`src/rtl/sfw_pkg.sv`:
```
package sfw_pkg;

  // Register offsets on the serial register port
  localparam logic [7:0] ADDR_ST_X     = 8'h50;
  localparam logic [7:0] ADDR_ST_Y     = 8'h51;
  localparam logic [7:0] ADDR_ST_Z     = 8'h52;
  localparam logic [7:0] ADDR_WM_HIGH  = 8'h60;
  localparam logic [7:0] ADDR_WM_LOW   = 8'h61;
  localparam logic [7:0] ADDR_PATH_RST = 8'h68;
  localparam logic [7:0] ADDR_MOTION   = 8'h69;
  localparam logic [7:0] ADDR_HOST     = 8'h6A;

  // Field positions
  localparam int PATH_ACCEL_BIT   = 1;
  localparam int PATH_TEMP_BIT    = 0;
  localparam int MOT_ENABLE_BIT   = 7;
  localparam int MOT_COMPARE_BIT  = 6;
  localparam int MOT_LIMIT_BIT    = 1;
  localparam int MOT_COMBINE_BIT  = 0;
  localparam int HOST_FIFO_EN_BIT = 6;
  localparam int HOST_FIFO_RST_BIT = 2;
  localparam int HOST_ALL_RST_BIT = 0;

  // Values after reset
  localparam logic [7:0] WM_HIGH_RST  = 8'h00;
  localparam logic [7:0] WM_LOW_RST   = 8'h00;
  localparam logic [7:0] MOTION_RST   = 8'h00;
  localparam logic [7:0] HOST_RST     = 8'h00;
  localparam logic [7:0] SELFTEST_CODE_RST  = 8'h00;
  localparam logic [7:0] READ_ZERO    = 8'h00;

  // Interrupt pulse timing
  localparam int CLK_PERIOD_NS = 10;
  localparam int INT_PULSE_NS  = 50;
  localparam int INT_PULSE_CYC =
    (INT_PULSE_NS + CLK_PERIOD_NS - 1) / CLK_PERIOD_NS;
  localparam int PULSE_CNT_W   = 4;

  typedef struct packed {
    logic motionDetectEnable;
    logic motionCompareMode;
    logic outputLimitOff;
    logic axisCombineMode;
    logic fifoEnable;
  } sfw_cfg_t;

  typedef struct packed {
    logic gyroPathRst;
    logic accelPathRst;
    logic tempPathRst;
    logic sensorRegClear;
    logic fifoRst;
  } sfw_rst_t;

  typedef struct packed {
    logic [7:0] x;
    logic [7:0] y;
    logic [7:0] z;
  } sfw_codes_t;

  typedef enum logic [1:0] {
    RD_IDLE,
    RD_FIRST,
    RD_REST
  } sfw_rd_state_t;

endpackage

```
`src/rtl/sfw_selftest_store.sv`:
```
`timescale 1ns/1ps
module sfw_selftest_store
  import sfw_pkg::*;
(
  // Clock and reset
  input  wire logic       ref_clk,
  input  wire logic       rst_b,
  // Factory code load
  input  wire logic       otpLoad,
  input  wire sfw_codes_t otpCodes,
  // Host writes
  input  wire logic [2:0] wrSel,
  input  wire logic [7:0] wrData,
  // Stored codes
  output sfw_codes_t      codes
);

  logic [7:0] otpAxis [3];
  logic [7:0] code_r  [3];

  assign otpAxis[0] = otpCodes.x;
  assign otpAxis[1] = otpCodes.y;
  assign otpAxis[2] = otpCodes.z;

  // Codes are loaded after reset release, never under reset
  for (genvar i = 0; i < 3; i++) begin : g_axis
    always_ff @(posedge ref_clk or negedge rst_b) begin
      if (!rst_b) begin
        code_r[i] <= SELFTEST_CODE_RST;
      end else if (otpLoad) begin
        code_r[i] <= otpAxis[i];
      end else if (wrSel[i]) begin
        code_r[i] <= wrData;
      end
    end
  end

  assign codes = '{x: code_r[0], y: code_r[1], z: code_r[2]};

endmodule

```
`src/rtl/sfw_int_pin.sv`:
```
`timescale 1ns/1ps
module sfw_int_pin
  import sfw_pkg::*;
(
  // Clock and reset
  input  wire logic ref_clk,
  input  wire logic rst_b,
  // Watermark state
  input  wire logic flagSet,
  input  wire logic flagLevel,
  input  wire logic latchMode,
  // Pin drive
  output logic      intPin
);

  logic [PULSE_CNT_W-1:0] pulseCnt_r;

  // Pulse length counts from the setting edge of the flag
  always_ff @(posedge ref_clk or negedge rst_b) begin
    if (!rst_b) begin
      pulseCnt_r <= '0;
    end else if (flagSet && !latchMode) begin
      pulseCnt_r <= PULSE_CNT_W'(INT_PULSE_CYC);
    end else if (pulseCnt_r != '0) begin
      pulseCnt_r <= pulseCnt_r - PULSE_CNT_W'(1);
    end
  end

  // Latch mode follows the flag, so it drops with the flag
  assign intPin = latchMode ? flagLevel : (pulseCnt_r != '0);

endmodule

```
`src/rtl/sfw_wm_ctrl_regs.sv`:
```
`timescale 1ns/1ps
module sfw_wm_ctrl_regs
  import sfw_pkg::*;
(
  // Clock and reset
  input  wire logic        ref_clk,
  input  wire logic        rst_b,
  // Serial register port
  input  wire logic [7:0]  regAddr,
  input  wire logic        regWrEn,
  input  wire logic [7:0]  regWrData,
  input  wire logic        regRdEn,
  output logic [7:0]       regRdData,
  output logic             regHit,
  // Factory code load
  input  wire logic        otpLoad,
  input  wire sfw_codes_t  otpCodes,
  // FIFO side
  input  wire logic [15:0] fifoCount,
  input  wire logic        fifoBurstActive,
  input  wire logic        fifoDataRead,
  // Interrupt pin setting
  input  wire logic        intLatchMode,
  // Watermark outputs
  output logic             watermarkStatusFlag,
  output logic             watermarkIntPin,
  // Control outputs
  output sfw_cfg_t         cfg,
  output logic             outputLimitEn,
  output sfw_rst_t         pathRst,
  output sfw_codes_t       factoryCodes
);

  // Stored fields
  logic [1:0]    wmHigh_r;
  logic [7:0]    wmLow_r;
  logic          motionEnable_r;
  logic          motionCompare_r;
  logic          outputLimitOff_r;
  logic          axisCombine_r;
  logic          fifoEnable_r;
  sfw_rst_t      pathRst_r;
  logic [7:0]    rdData_r;
  logic          flag_r;
  logic          flag_nxt;
  sfw_rd_state_t rdState_r;
  sfw_rd_state_t rdState_nxt;

  // Decoded accesses
  logic          wrWmHigh;
  logic          wrWmLow;
  logic          wrPath;
  logic          wrMotion;
  logic          wrHost;
  logic [2:0]    wrSelftest;
  logic          mapped;
  logic [7:0]    rdMux;

  // Watermark terms
  logic [9:0]    threshold;
  logic          thrNonZero;
  logic          countAtLevel;
  logic          wmCondition;
  logic          dataRead;
  logic          firstRead;
  logic          wmSet;
  logic          wmClear;

  always_comb begin
    wrWmHigh   = regWrEn && (regAddr == ADDR_WM_HIGH);
    wrWmLow    = regWrEn && (regAddr == ADDR_WM_LOW);
    wrPath     = regWrEn && (regAddr == ADDR_PATH_RST);
    wrMotion   = regWrEn && (regAddr == ADDR_MOTION);
    wrHost     = regWrEn && (regAddr == ADDR_HOST);
    wrSelftest = {regWrEn && (regAddr == ADDR_ST_Z),
                  regWrEn && (regAddr == ADDR_ST_Y),
                  regWrEn && (regAddr == ADDR_ST_X)};
  end

  // Factory self-test codes
  sfw_selftest_store u_selftest (
    .ref_clk  (ref_clk),
    .rst_b    (rst_b),
    .otpLoad  (otpLoad),
    .otpCodes (otpCodes),
    .wrSel    (wrSelftest),
    .wrData   (regWrData),
    .codes    (factoryCodes)
  );

  // Threshold registers; unused upper bits of the high byte are dropped
  always_ff @(posedge ref_clk or negedge rst_b) begin
    if (!rst_b) begin
      wmHigh_r <= WM_HIGH_RST[1:0];
      wmLow_r  <= WM_LOW_RST;
    end else begin
      if (wrWmHigh) begin
        wmHigh_r <= regWrData[1:0];
      end
      if (wrWmLow) begin
        wmLow_r <= regWrData;
      end
    end
  end

  // Motion wake control
  always_ff @(posedge ref_clk or negedge rst_b) begin
    if (!rst_b) begin
      motionEnable_r   <= MOTION_RST[MOT_ENABLE_BIT];
      motionCompare_r  <= MOTION_RST[MOT_COMPARE_BIT];
      outputLimitOff_r <= MOTION_RST[MOT_LIMIT_BIT];
      axisCombine_r    <= MOTION_RST[MOT_COMBINE_BIT];
    end else if (wrMotion) begin
      motionEnable_r   <= regWrData[MOT_ENABLE_BIT];
      // Zero is stored as written; keeping it at one is the host's duty
      motionCompare_r  <= regWrData[MOT_COMPARE_BIT];
      outputLimitOff_r <= regWrData[MOT_LIMIT_BIT];
      axisCombine_r    <= regWrData[MOT_COMBINE_BIT];
    end
  end

  // FIFO enable is the only stored host control bit
  always_ff @(posedge ref_clk or negedge rst_b) begin
    if (!rst_b) begin
      fifoEnable_r <= HOST_RST[HOST_FIFO_EN_BIT];
    end else if (wrHost) begin
      fifoEnable_r <= regWrData[HOST_FIFO_EN_BIT];
    end
  end

  // Reset strobes last one cycle and then clear themselves
  always_ff @(posedge ref_clk or negedge rst_b) begin
    if (!rst_b) begin
      pathRst_r <= '0;
    end else begin
      pathRst_r.accelPathRst <=
        (wrPath && regWrData[PATH_ACCEL_BIT]) ||
        (wrHost && regWrData[HOST_ALL_RST_BIT]);
      pathRst_r.tempPathRst <=
        (wrPath && regWrData[PATH_TEMP_BIT]) ||
        (wrHost && regWrData[HOST_ALL_RST_BIT]);
      pathRst_r.gyroPathRst <=
        wrHost && regWrData[HOST_ALL_RST_BIT];
      // Only the full reset clears the sensor output registers
      pathRst_r.sensorRegClear <=
        wrHost && regWrData[HOST_ALL_RST_BIT];
      // The FIFO takes this as an asynchronous reset
      pathRst_r.fifoRst <=
        wrHost && regWrData[HOST_FIFO_RST_BIT];
    end
  end

  assign pathRst = pathRst_r;

  assign cfg = '{motionDetectEnable: motionEnable_r,
                 motionCompareMode:  motionCompare_r,
                 outputLimitOff:     outputLimitOff_r,
                 axisCombineMode:    axisCombine_r,
                 fifoEnable:         fifoEnable_r};

  assign outputLimitEn = !outputLimitOff_r;

  // Watermark comparison
  always_comb begin
    threshold    = {wmHigh_r, wmLow_r};
    thrNonZero   = (threshold != 10'h000);
    countAtLevel = (fifoCount >= {6'h00, threshold});
    wmCondition  = thrNonZero && countAtLevel &&
                   !fifoBurstActive;
    // Data reads with the FIFO disabled are not FIFO accesses
    dataRead     = fifoDataRead && fifoEnable_r;
  end

  // Burst tracker: marks which data read is the first of a burst
  always_comb begin
    rdState_nxt = rdState_r;
    unique case (rdState_r)
      RD_IDLE: begin
        // A read on the very first burst cycle is already the first read
        if (fifoBurstActive && dataRead) begin
          rdState_nxt = RD_REST;
        end else if (fifoBurstActive) begin
          rdState_nxt = RD_FIRST;
        end
      end
      RD_FIRST: begin
        if (!fifoBurstActive) begin
          rdState_nxt = RD_IDLE;
        end else if (dataRead) begin
          rdState_nxt = RD_REST;
        end
      end
      RD_REST: begin
        if (!fifoBurstActive) begin
          rdState_nxt = RD_IDLE;
        end
      end
    endcase
    if (pathRst_r.fifoRst) begin
      rdState_nxt = RD_IDLE;
    end
  end

  always_ff @(posedge ref_clk or negedge rst_b) begin
    if (!rst_b) begin
      rdState_r <= RD_IDLE;
    end else begin
      rdState_r <= rdState_nxt;
    end
  end

  // A read outside a marked burst also counts as a first read
  assign firstRead = dataRead && (rdState_r != RD_REST);

  always_comb begin
    wmClear  = firstRead || pathRst_r.fifoRst;
    wmSet    = wmCondition;
    // A new event in the clearing cycle survives
    flag_nxt = (flag_r && !wmClear) || wmSet;
  end

  always_ff @(posedge ref_clk or negedge rst_b) begin
    if (!rst_b) begin
      flag_r <= 1'b0;
    end else begin
      flag_r <= flag_nxt;
    end
  end

  assign watermarkStatusFlag = flag_r;

  // Setting needs no burst in flight, so a latched pin waits for burst end
  sfw_int_pin u_int_pin (
    .ref_clk   (ref_clk),
    .rst_b     (rst_b),
    .flagSet   (flag_nxt && !flag_r),
    .flagLevel (flag_r),
    .latchMode (intLatchMode),
    .intPin    (watermarkIntPin)
  );

  // Read mux; reserved and self-clearing bits read as zero
  always_comb begin
    rdMux  = READ_ZERO;
    mapped = 1'b1;
    unique case (regAddr)
      ADDR_ST_X: begin
        rdMux = factoryCodes.x;
      end
      ADDR_ST_Y: begin
        rdMux = factoryCodes.y;
      end
      ADDR_ST_Z: begin
        rdMux = factoryCodes.z;
      end
      ADDR_WM_HIGH: begin
        rdMux[1:0] = wmHigh_r;
      end
      ADDR_WM_LOW: begin
        rdMux = wmLow_r;
      end
      ADDR_PATH_RST: begin
        rdMux = READ_ZERO;
      end
      ADDR_MOTION: begin
        rdMux[MOT_ENABLE_BIT]  = motionEnable_r;
        rdMux[MOT_COMPARE_BIT] = motionCompare_r;
        rdMux[MOT_LIMIT_BIT]   = outputLimitOff_r;
        rdMux[MOT_COMBINE_BIT] = axisCombine_r;
      end
      ADDR_HOST: begin
        rdMux[HOST_FIFO_EN_BIT] = fifoEnable_r;
      end
      default: begin
        mapped = 1'b0;
      end
    endcase
  end

  // Status reads have no side effect on the watermark flag
  always_ff @(posedge ref_clk or negedge rst_b) begin
    if (!rst_b) begin
      rdData_r <= READ_ZERO;
    end else if (regRdEn) begin
      rdData_r <= rdMux;
    end
  end

  assign regRdData = rdData_r;
  assign regHit    = mapped;

endmodule

```
`config.mk`:
```
export PLATFORM = sky130hd
export DESIGN_NAME = sfw_wm_ctrl_regs
export DESIGN_NICKNAME = d
export VERILOG_FILES = /design/src/rtl/sfw_pkg.sv /design/src/rtl/sfw_selftest_store.sv /design/src/rtl/sfw_int_pin.sv /design/src/rtl/sfw_wm_ctrl_regs.sv
export SDC_FILE = /design/constraint.sdc
export NUM_CORES = 1
export LEC_CHECK = 0
export BUFFER_PORTS_ARGS = -buffer_cell sky130_fd_sc_hd__buf_2
export CAP_MARGIN = 0
export CORE_AREA = 2 2 110 112
export CTS_BUF_LIST = sky130_fd_sc_hd__clkbuf_8
export DETAILED_ROUTE_END_ITERATION = 10
export DIE_AREA = 0 0 112 114
export GPL_TIMING_DRIVEN = 1
export MAX_ROUTING_LAYER = met4
export SLEW_MARGIN = 15
export SYNTH_ARGS = -nofsm -noshare
export SYNTH_HDL_FRONTEND = slang
export SYNTH_SLANG_ARGS = --single-unit
```
`constraint.sdc`:
```
create_clock -name ref_clk -period 2.5 [get_ports ref_clk]
set_input_delay 0.625 -clock ref_clk [delete_from_list [all_inputs] [get_ports ref_clk]]
set_output_delay 0.625 -clock ref_clk [all_outputs]
set_load 0.02 [all_outputs]
```
# Word level (Yosys, flattened, before mapping)
# Cells that the tools add are included.
# classes
add_sub_neg,1
n_lt_le_gt_ge,1
n_eq_ne,14
n_mux,21
n_reduce_logical,38
# ops
cell,n
$eq A8 B7 Y1 const B,8
$mux W8,6
$logic_and A1 B1 Y1,20
$ge A16 B10 Y1,1
$pmux W4 S4,1
$mux W2,6
$pmux W2 S6,1
$reduce_bool A10 Y1,1
$mux W4,2
$ne A4 B4 Y1 const B,2
$reduce_bool A2 Y1,4
$reduce_or A8 Y1,1
$pmux W1 S6,1
$pmux W2 S3,1
$logic_not A1 Y1,5
$pmux W1 S5,1
$logic_or A1 B1 Y1,4
$reduce_bool A4 Y1,1
$sub A4 B1 Y4 const B,1
$ne A3 B3 Y1 const B,1
$reduce_and A3 Y1,1
$eq A2 B1 Y1 const B,1
$eq A2 B2 Y1 const B,1
$logic_not A2 Y1,1
other kinds (2),3
# word_totals
register_bits,58
out_inout_bits,46

# Longest topological paths before layout
# logic_depth
word_depth,9
ltp_mapped,7

# Hierarchy
# A second synthesis with hierarchy kept.
# hier_totals
hier_cells,338
area_unflattened_um2,3389.5
# modules_own_cells
module,instances,cells_per_inst,area_per_inst_um2
sfw_wm_ctrl_regs,1,210,2029.4
sfw_selftest_store,1,104,1123.6
sfw_int_pin,1,24,236.5

# Least setup slack after synthesis
# OpenSTA, ideal clock, no wires.
# synth_timing
path_type,input to output
startpoint,in regAddr[3]
endpoint,out regHit
t_arrival_ns,2.021
required_time_ns,1.875
setup_slack_ns,-0.146
cell_stages,5
n_path_buf,2
cell_sequence,buf_4 -> or3b_1 -> or2_2 -> buf_2 -> a22oi_1
# synth_between
elab_chain_cells,3
word_cells_on_any_way,10
classes_between,8 x eq/ne; 1 x mux; 1 x reduce/logical
# synth_rtl
item,line_no,source
"start, declared",sfw_wm_ctrl_regs.sv:9,"input wire logic [7:0] regAddr,"
$eq A8 B7 Y1,sfw_wm_ctrl_regs.sv:246,unique case (regAddr)
$reduce_or A8 Y1 (no source line) *,-,
$mux W1 *,sfw_wm_ctrl_regs.sv:246,
"end, declared",sfw_wm_ctrl_regs.sv:14,"output logic regHit,"
# Every way passes the cells marked *; elsewhere a longest branch is shown, timed or not.

# Worst setup path in the final report
# layout_timing
startpoint,in regAddr[7]
endpoint,out regHit
# The elaborated chain is that of the path after synthesis.

==> flow_metrics.tcl <==
set metrics [dict create \
    outcome "complete, no violations" \
    fillers 1226 \
    vias_per_cell 4.92 \
    synth_top_area_share_pct 42.8 \
    fin_nets 557 \
    initial_core_util_pct 29.0 \
    grt_util_all_layers_pct 17.4 \
    hold_viol_final 0 \
    num_vias 3094 \
    yosys.area_share.simple_pct 18.3 \
    power.leakage_uw 0.00216 \
    cts.reportedPaths.clkPinSlew_ns 0.06 \
    cts.sinks 58 \
    worstPathMaxFanout 4 \
    yosys.cell_types.count 51 \
    wl_met3_um 698 \
    top_layer "met4" \
    cts_made_buffers 9 \
    critPathArrivalTime_ns 1.83 \
    routed_wirelength_um 10500 \
    first_pass_iters 4 \
    critical_path_class "in -> out" \
    avgSynthCellArea_um2 9.47 \
    yosysWarningCount 0 \
    grt_overflow 0 \
    fin_ws_ns 0.0454 \
    wl_met2_um 5280 \
    drtIter0Drc 207 \
    drive_gt1_share_pct 34.4 \
    drc_errors 0 \
    cp.required_ns 1.88 \
    die_width_um 112 \
    cap_violations 0 \
    pre_cts_ws_ns -0.00722 \
    fin_total_pwr_uw 2680 \
    clock_latency_ns 0.34 \
    hp-class "in -> async" \
    grt_max_degree 49 \
    period_share_pct 98.2 \
    ys_seq_elements 58 \
    core_um2 11700 \
    slew_headroom_pct 50.6 \
    cts_setup_buffers 0 \
    final_cells 629 \
    tightestPinTransition_ns 0.740 \
    ys_seq_area_share_pct 42.8 \
    start_kind "primary input" \
    synth.area.top_cells "dfrtp_1, a21oi_1, ha_1" \
    cts_hold_buffers 0 \
    die-area_um2 12800 \
    io_pins 110 \
    grt_pass1_vias 3166 \
    h-tree-depth 3 \
    portBuffers 109 \
    area_growth_pct 29.5 \
    synth_top_family_by_area "compound AO/OA/AOI/OAI gates" \
    gp_congestion 0.856 \
    postRouteAntennaNets 0 \
    synth_top_cell_by_area "dfrtp_1" \
    synth_xor_xnor_area_share_pct 0.258 \
    synthMuxAreaShare_pct 9.37 \
    root_buffer "clkbuf_8" \
    fmax_mhz 407 \
    cts_tree "built" \
    irDropWorstVdd_mv 0.313 \
    placed_cells 614 \
    synthesis.nets 437 \
    cellPowerDensity_nw_per_um2 610 \
    rows 40 \
    diodes 0 \
    post_drt_wl_per_cell_um 16.6 \
    antenna_found_initial 0 \
    min_period_ns 2.45 \
    layout.cells.most_common "buf_2" \
    die_height_um 114 \
    dp_hpwl_um 8220 \
    grt_pass1_wl_um 16600 \
    cts_buffer_depth 2 \
    clock_skew_ns 0.00708 \
    wl_met1_um 4390 \
    synthCells 358 \
    slew_viol_final 0 \
    setup_viol 0 \
    synthArstFlopShare_pct 100 \
    cp-end-kind "primary output" \
    yosys.area_share.adder_pct 5.53 \
    final_cell_mix "buf_2, a21oi_1, dfrtp_1" \
    synth-edff-count 0 \
    post-route-util_pct 37.5 \
    synth_compound_area_share_pct 18.5 \
    syn-cell-area_um2 3390 \
    synthFlopType "dfrtp_1" \
    rsz0062_at_grt "no" \
]
synthesized netlist by cell type, types with 2 or more instances:
| library cell | count |
|---|---|
| o21ai_0 | 5 |
| nor3_1 | 3 |
| nand3_1 | 2 |
| dfrtp_1 | 58 |
| a31oi_1 | 11 |
| buf_2 | 3 |
| buf_4 | 7 |
| and2_1 | 4 |
| mux2_4 | 8 |
| clkbuf_1 | 8 |
| o32a_2 | 2 |
| nor2b_1 | 29 |
| mux2i_1 | 13 |
| mux2_2 | 6 |
| o22ai_1 | 2 |
| nand2b_1 | 3 |
| a211o_1 | 3 |
| nor3b_1 | 2 |
| inv_1 | 21 |
| nor4_1 | 4 |
| nand4_1 | 2 |
| ha_1 | 15 |
| a21oi_1 | 59 |
| o2bb2ai_1 | 5 |
| a22oi_1 | 5 |
| nor2_1 | 14 |
| nand2_1 | 40 |
cell families (layout without fill, tap and decap cells):
group	Yosys count	count (layout)
buffers and inverters	40	164
AND/OR/NAND/NOR	114	114
XOR/XNOR	1	1
flip-flops	58	58
multiplexers	27	27
AO/OA/AOI/OAI	103	103
adder cells (fa/ha/maj)	15	15
timing repair:
| action | 4_1_cts | 5_1_grt |
|---|---|---|
| pin swaps | 0 | 1 |
| resized for setup | 1 | 2 |
| endpoints found under the setup margin | 1 | 1 |
per-stage QoR:
| step | cell area (um2) | setup TNS [ns] | hold WS [ns] |
|---|---|---|---|
| global route | 4390 | 0 | 0.313 |
| global placement | 4180 | -0.00423 | 0.471 |
| detailed placement | 4180 | -0.00722 | 0.473 |
| finish | 4390 | 0 | 0.287 |
| CTS | 4390 | 0 | 0.296 |
| floorplan | 3400 | 0 | 0.329 |
where the power goes:
part / internal [uW] / leakage, uW / total [uW] / switching, uW
sequential: 1040 / 0.000715 / 1120 / 84.1
combinational: 283 / 0.00134 / 659 / 376
clock: 531 / 0.000110 / 895 / 363
total: 1850 / 0.00216 / 2680 / 824
routing by layer:
metal	up-vias	GRT usage (%)
li1	1513	-
met1	1445	21.2
met2	127	29.1
met3	9	4.04
met4	0	4.96
met5	-	-
layout make-up:
type / instances / area (um2) / share of cell area [%]
multi-input cells: 260 / 1770 / 40.3
flip-flops and latches: 58 / 1450 / 33.0
repair buffers: 128 / 703 / 16.0
well taps: 147 / 184 / 4.19
clock buffers: 12 / 165 / 3.76
inverters: 21 / 78.8 / 1.79
clock inverters: 3 / 38.8 / 0.883
final timing paths:
check	start	endpoint	slack [ns]	cells past startpoint
worst max-delay path	regAddr[7]	regHit	0.05	5
worst min-delay path	rst_b	u_int_pin.pulseCnt_r[2]$_DFFE_PN0P_	0.29	1
worst max register to register	wmLow_r[2]$_DFFE_PN0P_	u_int_pin.pulseCnt_r[2]$_DFFE_PN0P_	0.60	7
worst min register to register	regRdData[7]$_DFFE_PN0P_	regRdData[7]$_DFFE_PN0P_	0.49	1
max in group asynchronous	rst_b	regRdData[6]$_DFFE_PN0P_	1.62	2
min in group ref_clk	regRdData[7]$_DFFE_PN0P_	regRdData[7]$_DFFE_PN0P_	0.49	1
flip-flops by register name, summed over array words and instances, names as in the netlist:
register,cells
fifoEnable_r,1
regRdData,8
watermarkStatusFlag,1
pathRst,4
axisCombine_r,1
u_selftest.codes,24
motionCompare_r,1
wmLow_r,8
rdState_r,2
wmHigh_r,2
u_int_pin.pulseCnt_r,4
outputLimitOff_r,1
motionEnable_r,1
worst max-delay path, cell delays in order:
cell	delay (ns)
buf_2	0.10
or3b_4	0.42
or2_4	0.27
a22oi_2	0.23
buf_4	0.18
Note: power is estimated with default switching activity, not from simulation.
